===== config.mk =====
export PLATFORM = sky130hd
export DESIGN_NAME = icc_control
export DESIGN_NICKNAME = d
export VERILOG_FILES = /design/src/icc_pkg.sv /design/src/icc_control.sv
export SDC_FILE = /design/constraint.sdc
export NUM_CORES = 1
export LEC_CHECK = 0
export CAP_MARGIN = 20
export CORE_ASPECT_RATIO = 1.75
export CORE_MARGIN = 5
export CORE_UTILIZATION = 54
export CTS_CLUSTER_SIZE = 12
export DETAILED_ROUTE_END_ITERATION = 12
export DONT_BUFFER_PORTS = 1
export PLACE_DENSITY = 0.69
export SYNTH_ARGS = -nofsm -noshare
export SYNTH_HDL_FRONTEND = slang
export SYNTH_SLANG_ARGS = --single-unit

===== constraint.sdc =====
create_clock -name pclk -period 4.4 [get_ports pclk]
set_clock_uncertainty 0.05 [all_clocks]
set_input_delay 0 -clock pclk [delete_from_list [all_inputs] [get_ports pclk]]
set_output_delay 0 -clock pclk [all_outputs]
set_load 0.01 [all_outputs]

===== src/icc_pkg.sv =====
`default_nettype none
package icc_pkg;

  // ---------------------------------------------------------------------------
  // Register map
  // ---------------------------------------------------------------------------
  localparam logic [11:0] ICC_OFS_CTRL = 12'h000;
  localparam logic [11:0] ICC_OFS_OWN = 12'h004;
  localparam logic [11:0] ICC_OFS_STAT = 12'h008;
  localparam logic [11:0] ICC_OFS_DATA = 12'h00C;

  // ---------------------------------------------------------------------------
  // Control register fields
  // ---------------------------------------------------------------------------
  localparam int unsigned ICC_B_PORT_ENABLE = 15;
  localparam int unsigned ICC_B_HALT_IN_IDLE = 13;
  localparam int unsigned ICC_B_CLOCK_RELEASE = 12;
  localparam int unsigned ICC_B_ACCEPT_ALL = 11;
  localparam int unsigned ICC_B_TEN_BIT = 10;
  localparam int unsigned ICC_B_SLEW_OFF = 9;
  localparam int unsigned ICC_B_SMBUS = 8;
  localparam int unsigned ICC_B_STRETCH_EN = 6;
  localparam logic [15:0] ICC_CTRL_MASK = 16'hBF40;
  localparam logic [15:0] ICC_CTRL_RESET = 16'h0000;
  localparam logic [9:0] ICC_OWN_RESET = 10'h000;

  // ---------------------------------------------------------------------------
  // Status register fields
  // ---------------------------------------------------------------------------
  localparam int unsigned ICC_S_RX_FULL = 0;
  localparam int unsigned ICC_S_ADDRESSED = 1;
  localparam int unsigned ICC_S_READ_DIR = 2;
  localparam int unsigned ICC_S_TEN_HIT = 3;
  localparam int unsigned ICC_S_CLK_HELD = 4;

  // ---------------------------------------------------------------------------
  // Serial bus constants
  // ---------------------------------------------------------------------------
  localparam logic [4:0] ICC_TEN_PREFIX = 5'h1E;
  localparam logic [3:0] ICC_BYTE_BITS = 4'h8;

  typedef enum logic [2:0] {
    ICC_PH_IDLE = 3'b000,
    ICC_PH_ADDR = 3'b001,
    ICC_PH_ADDR2 = 3'b010,
    ICC_PH_RX = 3'b011,
    ICC_PH_TX = 3'b100,
    ICC_PH_ACK_OUT = 3'b101,
    ICC_PH_ACK_IN = 3'b110,
    ICC_PH_SKIP = 3'b111
  } icc_phase_t;

  typedef struct packed {
    logic scl;
    logic sda;
  } icc_line_t;

  typedef struct packed {
    logic [15:0] ctrl;
    logic [9:0] own;
    logic [7:0] tx_byte;
    logic [7:0] rx_byte;
    logic [7:0] shift;
    logic [3:0] bits;
    icc_phase_t phase;
    icc_phase_t after_ack;
    icc_line_t sy1;
    icc_line_t sy2;
    icc_line_t prev;
    logic addressed;
    logic read_dir;
    logic ten_hit;
    logic host_nack;
    logic rx_full;
    logic sda_drive;
  } icc_state_t;

endpackage
`default_nettype wire


===== src/icc_control.sv =====
// Operation
// - Port enable set: the block takes over the clock and data pins.
// - Port enable clear: block inactive, pins go back to ordinary port control.
// - Halt-in-idle set: block stops during device idle; clear: keeps running.
// - As client, clock held low while release bit is 0, freed while 1.
// - With stretching enabled software may write release as 0 or 1.
// - Release bit cleared by hardware at start of every client data byte sent.
// - Release bit cleared by hardware at end of every matched client address byte.
// - Release cleared at end of received data byte only when stretching enabled.
// - With stretching disabled, software writes can only set release to 1.
// - Accept-all mode acknowledges every address without comparison.
// - Software keeps accept-all at 0 during host operation.
// - Address-width bit picks a 10-bit or 7-bit own client address.
// - Slew-disable bit turns pin slew-rate control off.
// - Bus-level bit selects system management bus input thresholds.
// - Stretch-enable allows software and receive clock stretching in client mode.
//
// The register offsets and the APB interface to the registers were left to the implementer.
`default_nettype none
module icc_control
  import icc_pkg::*;
(
  input wire logic pclk,
  input wire logic presetn,
  input wire logic clk_en,
  input wire logic psel,
  input wire logic penable,
  input wire logic pwrite,
  input wire logic [11:0] paddr,
  input wire logic [31:0] pwdata,
  input wire logic [3:0] pstrb,
  output logic [31:0] prdata,
  output logic pready,
  output logic pslverr,
  input wire logic cpu_idle,
  input wire logic scl_i,
  output logic scl_o,
  output logic scl_oe,
  input wire logic sda_i,
  output logic sda_o,
  output logic sda_oe,
  output logic pins_owned,
  output logic slew_control_off,
  output logic smbus_threshold_select
);

  // ---------------------------------------------------------------------------
  // Helpers
  // ---------------------------------------------------------------------------
  function automatic logic [15:0] merge16(input logic [15:0] old, input logic [15:0] wr,
                                          input logic [1:0] strb);
    logic [15:0] res;
    res = old;
    if (strb[0]) begin
      res[7:0] = wr[7:0];
    end
    if (strb[1]) begin
      res[15:8] = wr[15:8];
    end
    return res;
  endfunction

  function automatic logic is_reg(input logic [11:0] a);
    return (a == ICC_OFS_CTRL) || (a == ICC_OFS_OWN) || (a == ICC_OFS_STAT) ||
           (a == ICC_OFS_DATA);
  endfunction

  icc_state_t s_r;
  icc_state_t s_nxt;

  logic port_enable;
  logic stretch_enable;
  logic run;
  logic scl_rise;
  logic scl_fall;
  logic start_seen;
  logic stop_seen;
  logic acc;
  logic wr_acc;
  logic rd_data;
  logic clk_hold;
  logic [15:0] ctrl_wr;

  assign port_enable = s_r.ctrl[ICC_B_PORT_ENABLE];
  assign stretch_enable = s_r.ctrl[ICC_B_STRETCH_EN];
  // Engine runs only when enabled and not parked by idle.
  assign run = port_enable && !(s_r.ctrl[ICC_B_HALT_IN_IDLE] && cpu_idle);
  assign scl_rise = s_r.sy2.scl && !s_r.prev.scl;
  assign scl_fall = !s_r.sy2.scl && s_r.prev.scl;
  assign start_seen = s_r.sy2.scl && s_r.prev.scl && !s_r.sy2.sda && s_r.prev.sda;
  assign stop_seen = s_r.sy2.scl && s_r.prev.scl && s_r.sy2.sda && !s_r.prev.sda;

  // ---------------------------------------------------------------------------
  // Bus slave
  // ---------------------------------------------------------------------------
  assign acc = psel && penable && clk_en;
  assign wr_acc = acc && pwrite && is_reg(paddr);
  assign rd_data = acc && !pwrite && (paddr == ICC_OFS_DATA);
  assign pready = clk_en;
  assign pslverr = psel && penable && !is_reg(paddr);

  always_comb begin
    prdata = 32'h0000_0000;
    if (psel && !pwrite) begin
      case (paddr)
        ICC_OFS_CTRL: prdata = {16'h0000, s_r.ctrl & ICC_CTRL_MASK};
        ICC_OFS_OWN: prdata = {22'h00_0000, s_r.own};
        ICC_OFS_STAT: begin
          prdata[ICC_S_RX_FULL] = s_r.rx_full;
          prdata[ICC_S_ADDRESSED] = s_r.addressed;
          prdata[ICC_S_READ_DIR] = s_r.read_dir;
          prdata[ICC_S_TEN_HIT] = s_r.ten_hit;
          prdata[ICC_S_CLK_HELD] = clk_hold;
        end
        ICC_OFS_DATA: prdata = {24'h00_0000, s_r.rx_byte};
        default: prdata = 32'h0000_0000;
      endcase
    end
  end

  // ---------------------------------------------------------------------------
  // Pins
  // ---------------------------------------------------------------------------
  // Stretch only once the clock is already low so a high phase is never cut.
  assign clk_hold = run && s_r.addressed && !s_r.ctrl[ICC_B_CLOCK_RELEASE] &&
                    !s_r.sy2.scl;
  assign scl_o = 1'b0;
  assign sda_o = 1'b0;
  assign scl_oe = clk_hold;
  assign sda_oe = run && s_r.sda_drive;
  assign pins_owned = port_enable;
  assign slew_control_off = s_r.ctrl[ICC_B_SLEW_OFF];
  assign smbus_threshold_select = s_r.ctrl[ICC_B_SMBUS];

  // ---------------------------------------------------------------------------
  // Next state
  // ---------------------------------------------------------------------------
  always_comb begin
    logic hit;
    logic to_tx;
    logic [7:0] b;
    logic [15:0] own_wr;
    hit = 1'b0;
    own_wr = 16'h0000;
    to_tx = 1'b0;
    b = s_r.shift;
    s_nxt = s_r;
    ctrl_wr = 16'h0000;
    s_nxt.sy1 = '{scl: scl_i, sda: sda_i};
    s_nxt.sy2 = s_r.sy1;
    s_nxt.prev = s_r.sy2;

    if (!port_enable) begin
      s_nxt.phase = ICC_PH_IDLE;
      s_nxt.addressed = 1'b0;
      s_nxt.ten_hit = 1'b0;
      s_nxt.sda_drive = 1'b0;
      s_nxt.bits = 4'h0;
    end else if (run) begin
      if (stop_seen) begin
        s_nxt.phase = ICC_PH_IDLE;
        s_nxt.addressed = 1'b0;
        s_nxt.ten_hit = 1'b0;
        s_nxt.sda_drive = 1'b0;
      end else if (start_seen) begin
        s_nxt.phase = ICC_PH_ADDR;
        s_nxt.addressed = 1'b0;
        s_nxt.sda_drive = 1'b0;
        s_nxt.bits = 4'h0;
      end else begin
        case (s_r.phase)
          ICC_PH_ADDR, ICC_PH_ADDR2, ICC_PH_RX: begin
            if (scl_rise && s_r.bits != ICC_BYTE_BITS) begin
              s_nxt.shift = {s_r.shift[6:0], s_r.sy2.sda};
              s_nxt.bits = s_r.bits + 4'h1;
            end else if (scl_fall && s_r.bits == ICC_BYTE_BITS) begin
              s_nxt.phase = ICC_PH_ACK_OUT;
              s_nxt.after_ack = ICC_PH_RX;
              if (s_r.phase == ICC_PH_ADDR) begin
                if (s_r.ctrl[ICC_B_ACCEPT_ALL]) begin
                  hit = 1'b1;
                  to_tx = b[0];
                end else if (s_r.ctrl[ICC_B_TEN_BIT]) begin
                  // First byte of a 10-bit address carries the top two bits.
                  if (b[7:3] == ICC_TEN_PREFIX && b[2:1] == s_r.own[9:8]) begin
                    if (!b[0]) begin
                      s_nxt.after_ack = ICC_PH_ADDR2;
                      s_nxt.sda_drive = 1'b1;
                    end else if (s_r.ten_hit) begin
                      hit = 1'b1;
                      to_tx = 1'b1;
                    end
                  end
                end else if (b[7:1] == s_r.own[6:0]) begin
                  hit = 1'b1;
                  to_tx = b[0];
                end
                if (!hit && s_nxt.after_ack != ICC_PH_ADDR2) begin
                  s_nxt.phase = ICC_PH_SKIP;
                end
              end else if (s_r.phase == ICC_PH_ADDR2) begin
                if (b == s_r.own[7:0]) begin
                  hit = 1'b1;
                  s_nxt.ten_hit = 1'b1;
                end else begin
                  s_nxt.phase = ICC_PH_SKIP;
                end
              end else begin
                s_nxt.rx_byte = b;
                s_nxt.rx_full = 1'b1;
                s_nxt.sda_drive = 1'b1;
                if (stretch_enable) begin
                  s_nxt.ctrl[ICC_B_CLOCK_RELEASE] = 1'b0;
                end
              end
              if (hit) begin
                s_nxt.addressed = 1'b1;
                s_nxt.read_dir = to_tx;
                s_nxt.sda_drive = 1'b1;
                s_nxt.after_ack = to_tx ? ICC_PH_TX : ICC_PH_RX;
                s_nxt.ctrl[ICC_B_CLOCK_RELEASE] = 1'b0;
              end
            end
          end
          ICC_PH_ACK_OUT: begin
            if (scl_fall) begin
              s_nxt.phase = s_r.after_ack;
              s_nxt.bits = 4'h0;
              s_nxt.sda_drive = 1'b0;
              if (s_r.after_ack == ICC_PH_TX) begin
                s_nxt.shift = s_r.tx_byte;
                s_nxt.sda_drive = !s_r.tx_byte[7];
                s_nxt.ctrl[ICC_B_CLOCK_RELEASE] = 1'b0;
              end
            end
          end
          ICC_PH_TX: begin
            if (scl_rise) begin
              s_nxt.bits = s_r.bits + 4'h1;
            end else if (scl_fall && s_r.bits == ICC_BYTE_BITS) begin
              s_nxt.phase = ICC_PH_ACK_IN;
              s_nxt.sda_drive = 1'b0;
            end else if (scl_fall) begin
              s_nxt.shift = {s_r.shift[6:0], 1'b0};
              s_nxt.sda_drive = !s_r.shift[6];
            end
          end
          ICC_PH_ACK_IN: begin
            if (scl_rise) begin
              s_nxt.host_nack = s_r.sy2.sda;
            end else if (scl_fall) begin
              s_nxt.bits = 4'h0;
              if (!s_r.host_nack) begin
                s_nxt.phase = ICC_PH_TX;
                s_nxt.shift = s_r.tx_byte;
                s_nxt.sda_drive = !s_r.tx_byte[7];
                s_nxt.ctrl[ICC_B_CLOCK_RELEASE] = 1'b0;
              end else begin
                s_nxt.phase = ICC_PH_SKIP;
                s_nxt.addressed = 1'b0;
              end
            end
          end
          ICC_PH_SKIP, ICC_PH_IDLE: begin
            s_nxt.sda_drive = 1'b0;
          end
          default: begin
            s_nxt.phase = ICC_PH_IDLE;
          end
        endcase
      end
    end

    // Data byte read empties the receive holding register; a new byte arriving while it is empty wins.
    if (rd_data && !(s_nxt.rx_full && !s_r.rx_full)) begin
      s_nxt.rx_full = 1'b0;
    end

    // Software writes follow the engine so a write in the same cycle wins.
    if (wr_acc) begin
      case (paddr)
        ICC_OFS_CTRL: begin
          ctrl_wr = merge16(s_r.ctrl, pwdata[15:0], pstrb[1:0]) & ICC_CTRL_MASK;
          if (!stretch_enable) begin
            // Only a 1 may be written to the release bit here.
            ctrl_wr[ICC_B_CLOCK_RELEASE] = s_nxt.ctrl[ICC_B_CLOCK_RELEASE] |
                                           ctrl_wr[ICC_B_CLOCK_RELEASE];
          end
          s_nxt.ctrl = ctrl_wr;
        end
        ICC_OFS_OWN: begin
          own_wr = merge16({6'h00, s_r.own}, pwdata[15:0], pstrb[1:0]);
          s_nxt.own = own_wr[9:0];
        end
        ICC_OFS_DATA: begin
          if (pstrb[0]) begin
            s_nxt.tx_byte = pwdata[7:0];
          end
        end
        default: begin
          s_nxt.tx_byte = s_r.tx_byte;
        end
      endcase
    end
  end

  // ---------------------------------------------------------------------------
  // State register
  // ---------------------------------------------------------------------------
  always_ff @(posedge pclk or negedge presetn) begin
    if (!presetn) begin
      s_r <= '{ctrl: ICC_CTRL_RESET, own: ICC_OWN_RESET, tx_byte: 8'h00, rx_byte: 8'h00,
               shift: 8'h00, bits: 4'h0, phase: ICC_PH_IDLE, after_ack: ICC_PH_IDLE,
               sy1: 2'b11, sy2: 2'b11, prev: 2'b11, addressed: 1'b0, read_dir: 1'b0,
               ten_hit: 1'b0, host_nack: 1'b0, rx_full: 1'b0, sda_drive: 1'b0};
    end else if (clk_en) begin
      s_r <= s_nxt;
    end
  end

endmodule
`default_nettype wire


==> results.py <==
metrics = {
    "synth": {
        "synth.most_common_cell": "mux2_2",
        "synthArstFlopShare_pct": 100,
        "synth-edff-count": 0,
        "ys_top_cells_by_area": "dfrtp_1, mux2_2, dfstp_2, xnor2_1, buf_4",
        "syn_area_um2": 3990,
        "synth_top_area_share_pct": 36.4,
        "ys_seq_area_share_pct": 40.3,
        "postSynthAreaPerCell_um2": 10.1,
        "synth_cell_types": 60,
        "synth-seq-cells": 64,
        "yosys.area.top_type": "dfrtp_1",
        "yosys_warnings": 0,
        "syn_inst": 396,
        "ys.flop_type": "dfrtp_1",
        "synth_common_cells": "mux2_2, dfrtp_1, nor2_1",
    },
    "cts": {
        "worstSkewPairLatency_ns": 0.33,
        "h-tree-depth": 3,
        "cts_buffer_depth": 2,
        "clock-root-buffer": "clkbuf_16",
        "cts_tree": "built",
        "cts_sinks": 64,
        "cts_resized": 0,
        "cts_made_buffers": 9,
        "path_clk_slew_ns": 0.05,
    },
    "floorplanning": {
        "initial_core_util_pct": 55.2,
        "die_y_um": 124,
        "die_w_um": 75.0,
        "rows": 41,
        "coreArea_um2": 7230,
        "die-area_um2": 9280,
        "ios": 98,
    },
    "setup_path": {
        "reg2reg_depth": 6,
        "worst_r2r_endpoint": "s_r[3]$_DFFE_PN0P_",
        "required_ns": 4.56,
        "startpoint": "s_r[16]$_DFFE_PN0P_",
        "rr_startpoint": "s_r[16]$_DFFE_PN0P_",
        "start_kind": "flip-flop",
        "critPathMaxFanout": 18,
        "worstSetupEndpointType": "flip-flop",
        "rrSetupSlack_ns": 1.62,
        "critPathKind": "reg -> reg",
        "cp.arrival_ns": 2.94,
    },
    "hold_path": {
        "hp-class": "in -> out",
        "holdPathStages": 1,
        "worstHoldStart": "paddr[2]",
        "worst_hold_path.endpoint": "prdata[11]",
    },
    "outcome": {
        "status": "complete, no violations",
    },
    "route": {
        "vias": 3127,
        "routed_via_density": 6.18,
        "drcViolationCount": 0,
        "wl_um": 10500,
        "ant_nets": 0,
        "drt-pass1-iter-count": 4,
        "wl_per_cell_um": 20.7,
        "drtIter0Drc": 303,
    },
    "timing": {
        "worst_slew_pin_slew_ns": 0.877,
        "setup_violations": 0,
        "slew_headroom_pct": 41.0,
        "min_period_ns": 2.78,
        "grt_setup_unrepaired": "false",
        "drv_slew": 0,
        "period_share_pct": 63.2,
        "finalHoldViolations": 0,
        "fin_setup_tns_ns": 0,
        "setup_ws_ns": 1.62,
        "fmax_mhz": 360,
    },
    "power": {
        "ir_drop_mv": 0.330,
        "p_leak_nw": 2.00,
        "p_per_area_nw_per_um2": 324,
        "p_int_mw": 1.16,
        "power_frac_seq_pct": 41.9,
        "p_sw_share_pct": 21.7,
        "p_clk_share_pct": 51.9,
        "p_comb_share_pct": 6.2,
        "power.switching_uw": 320,
    },
    "placement": {
        "gp_congestion": 0.941,
        "hpwl_um": 7560,
        "port_buffers": 0,
        "dp_slack_ns": 1.66,
    },
    "layout": {
        "post-route-util_pct": 63.1,
        "num-nets-final": 474,
        "antenna_cells": 0,
        "drive_above_1_share_pct": 21.9,
        "area_delta_synth_final_pct": 14.3,
    },
    "global_routing": {
        "grt_max_degree": 65,
        "grt_pass1_vias": 3216,
        "grt_overflow": 0,
        "grt_pass1_wl_um": 16600,
        "antenna_found_initial": 0,
        "grt_usage_pct": 24.3,
    },
    "job": {
        "maxCapViolCount": 0,
    },
}
-- critical path: stages (launching register included) --
cell     delay [ns]
dfrtp_1        0.74
inv_4          0.10
or3_4          0.42
or3_4          0.41
or4_1          0.40
a31oi_1        0.21
mux2_1         0.34
-- worst max-delay path by stage --
stage                         endpoint  slack (ns)
finish              s_r[3]$_DFFE_PN0P_        1.62
global route        s_r[3]$_DFFE_PN0P_        1.54
CTS                 s_r[3]$_DFFE_PN0P_        1.64
detailed placement  s_r[3]$_DFFE_PN0P_        1.66
global placement    s_r[3]$_DFFE_PN0P_        1.66
floorplan           s_r[3]$_DFFE_PN0P_        2.06
-- power groups by stage --
| stage | combinational, mW | clock (mW) | sequential (mW) |
|---|---|---|---|
| floorplan | 0.0677 | 0 | 0.620 |
| global placement | 0.0511 | 0 | 0.627 |
| detailed placement | 0.0519 | 0 | 0.628 |
| CTS | 0.0914 | 0.783 | 0.618 |
| global route | 0.101 | 0.808 | 0.619 |
| finish | 0.0920 | 0.767 | 0.619 |
-- cell families (layout without fill, tap and decap cells) --
family | count (synthesis) | after routing | share of synthesized area [%]
simple gates | 126 | 126 | 17.5
other cells | 1 | 19 | 0.0940
fa+ha+maj | 2 | 2 | 0.627
mux | 72 | 72 | 20.0
buf+inv | 51 | 57 | 6.96
compound gates | 61 | 61 | 10.4
xor+xnor | 19 | 19 | 4.17
flops | 64 | 64 | 40.3
-- cells in the final DEF, fill, tap and decap left out, types with 3 or more instances in the layout --
| cell | instances |
|---|---|
| nand2b_1 | 5 |
| o211ai_1 | 3 |
| inv_1 | 12 |
| a21oi_1 | 11 |
| mux2i_1 | 10 |
| nand3_1 | 14 |
| o21bai_1 | 5 |
| and2_1 | 5 |
| dfrtp_1 | 58 |
| dlygate4sd3_1 | 27 |
| and3_1 | 4 |
| dfstp_2 | 6 |
| xnor2_1 | 18 |
| nor2_1 | 28 |
| mux2_2 | 61 |
| nor2b_1 | 3 |
| o31ai_1 | 3 |
| a31oi_1 | 6 |
| nand2_1 | 25 |
| a21o_1 | 3 |
| nor4_1 | 6 |
| nor3_1 | 7 |
| clkbuf_16 | 9 |
| o21ai_0 | 9 |
| nand4_1 | 8 |
| a22oi_1 | 5 |
| conb_1 | 19 |
-- routing by layer --
metal,share of wire (%),vias up,track usage (%)
met4,5.9,0,15.0
met1,35,1530,25.4
met5,0,-,0
met2,55,122,43.0
li1,-,1434,-
met3,4.2,41,4.93
-- layout make-up --
cell class / instances / area [um2]
fill: 597 / 2670
multi-input combinational: 299 / 2170
sequential: 64 / 1610
timing repair buffer: 28 / 298
clock buffer: 11 / 243
tap: 86 / 108
clock inverter: 5 / 80.1
inverter: 13 / 51.3
-- sequential cells by signal, indices dropped and copies added, names as in the netlist --
signal,count
pins_owned,1
s_r,57
smbus_threshold_select,1
s_nxt,4
slew_control_off,1
-- repair_timing --
item / in CTS / in global routing
buffers inserted: 0 / 0
hold buffers: 28 / 0
hold endpoints to repair: 101 / 0
-- through the flow --
stage / cell area (um2) / power [mW] / instances / hold WS [ns]
2_1_floorplan: 4060 / 0.688 / 414 / -0.346
3_3_place_gp: 3940 / 0.678 / 462 / -0.343
3_5_place_dp: 3940 / 0.680 / 462 / -0.342
4_1_cts: 4560 / 1.49 / 506 / 0.0101
5_1_grt: 4560 / 1.53 / 506 / 0.0147
6_report: 4560 / 1.48 / 506 / 0.0128
(Power assumes the default switching activity.)
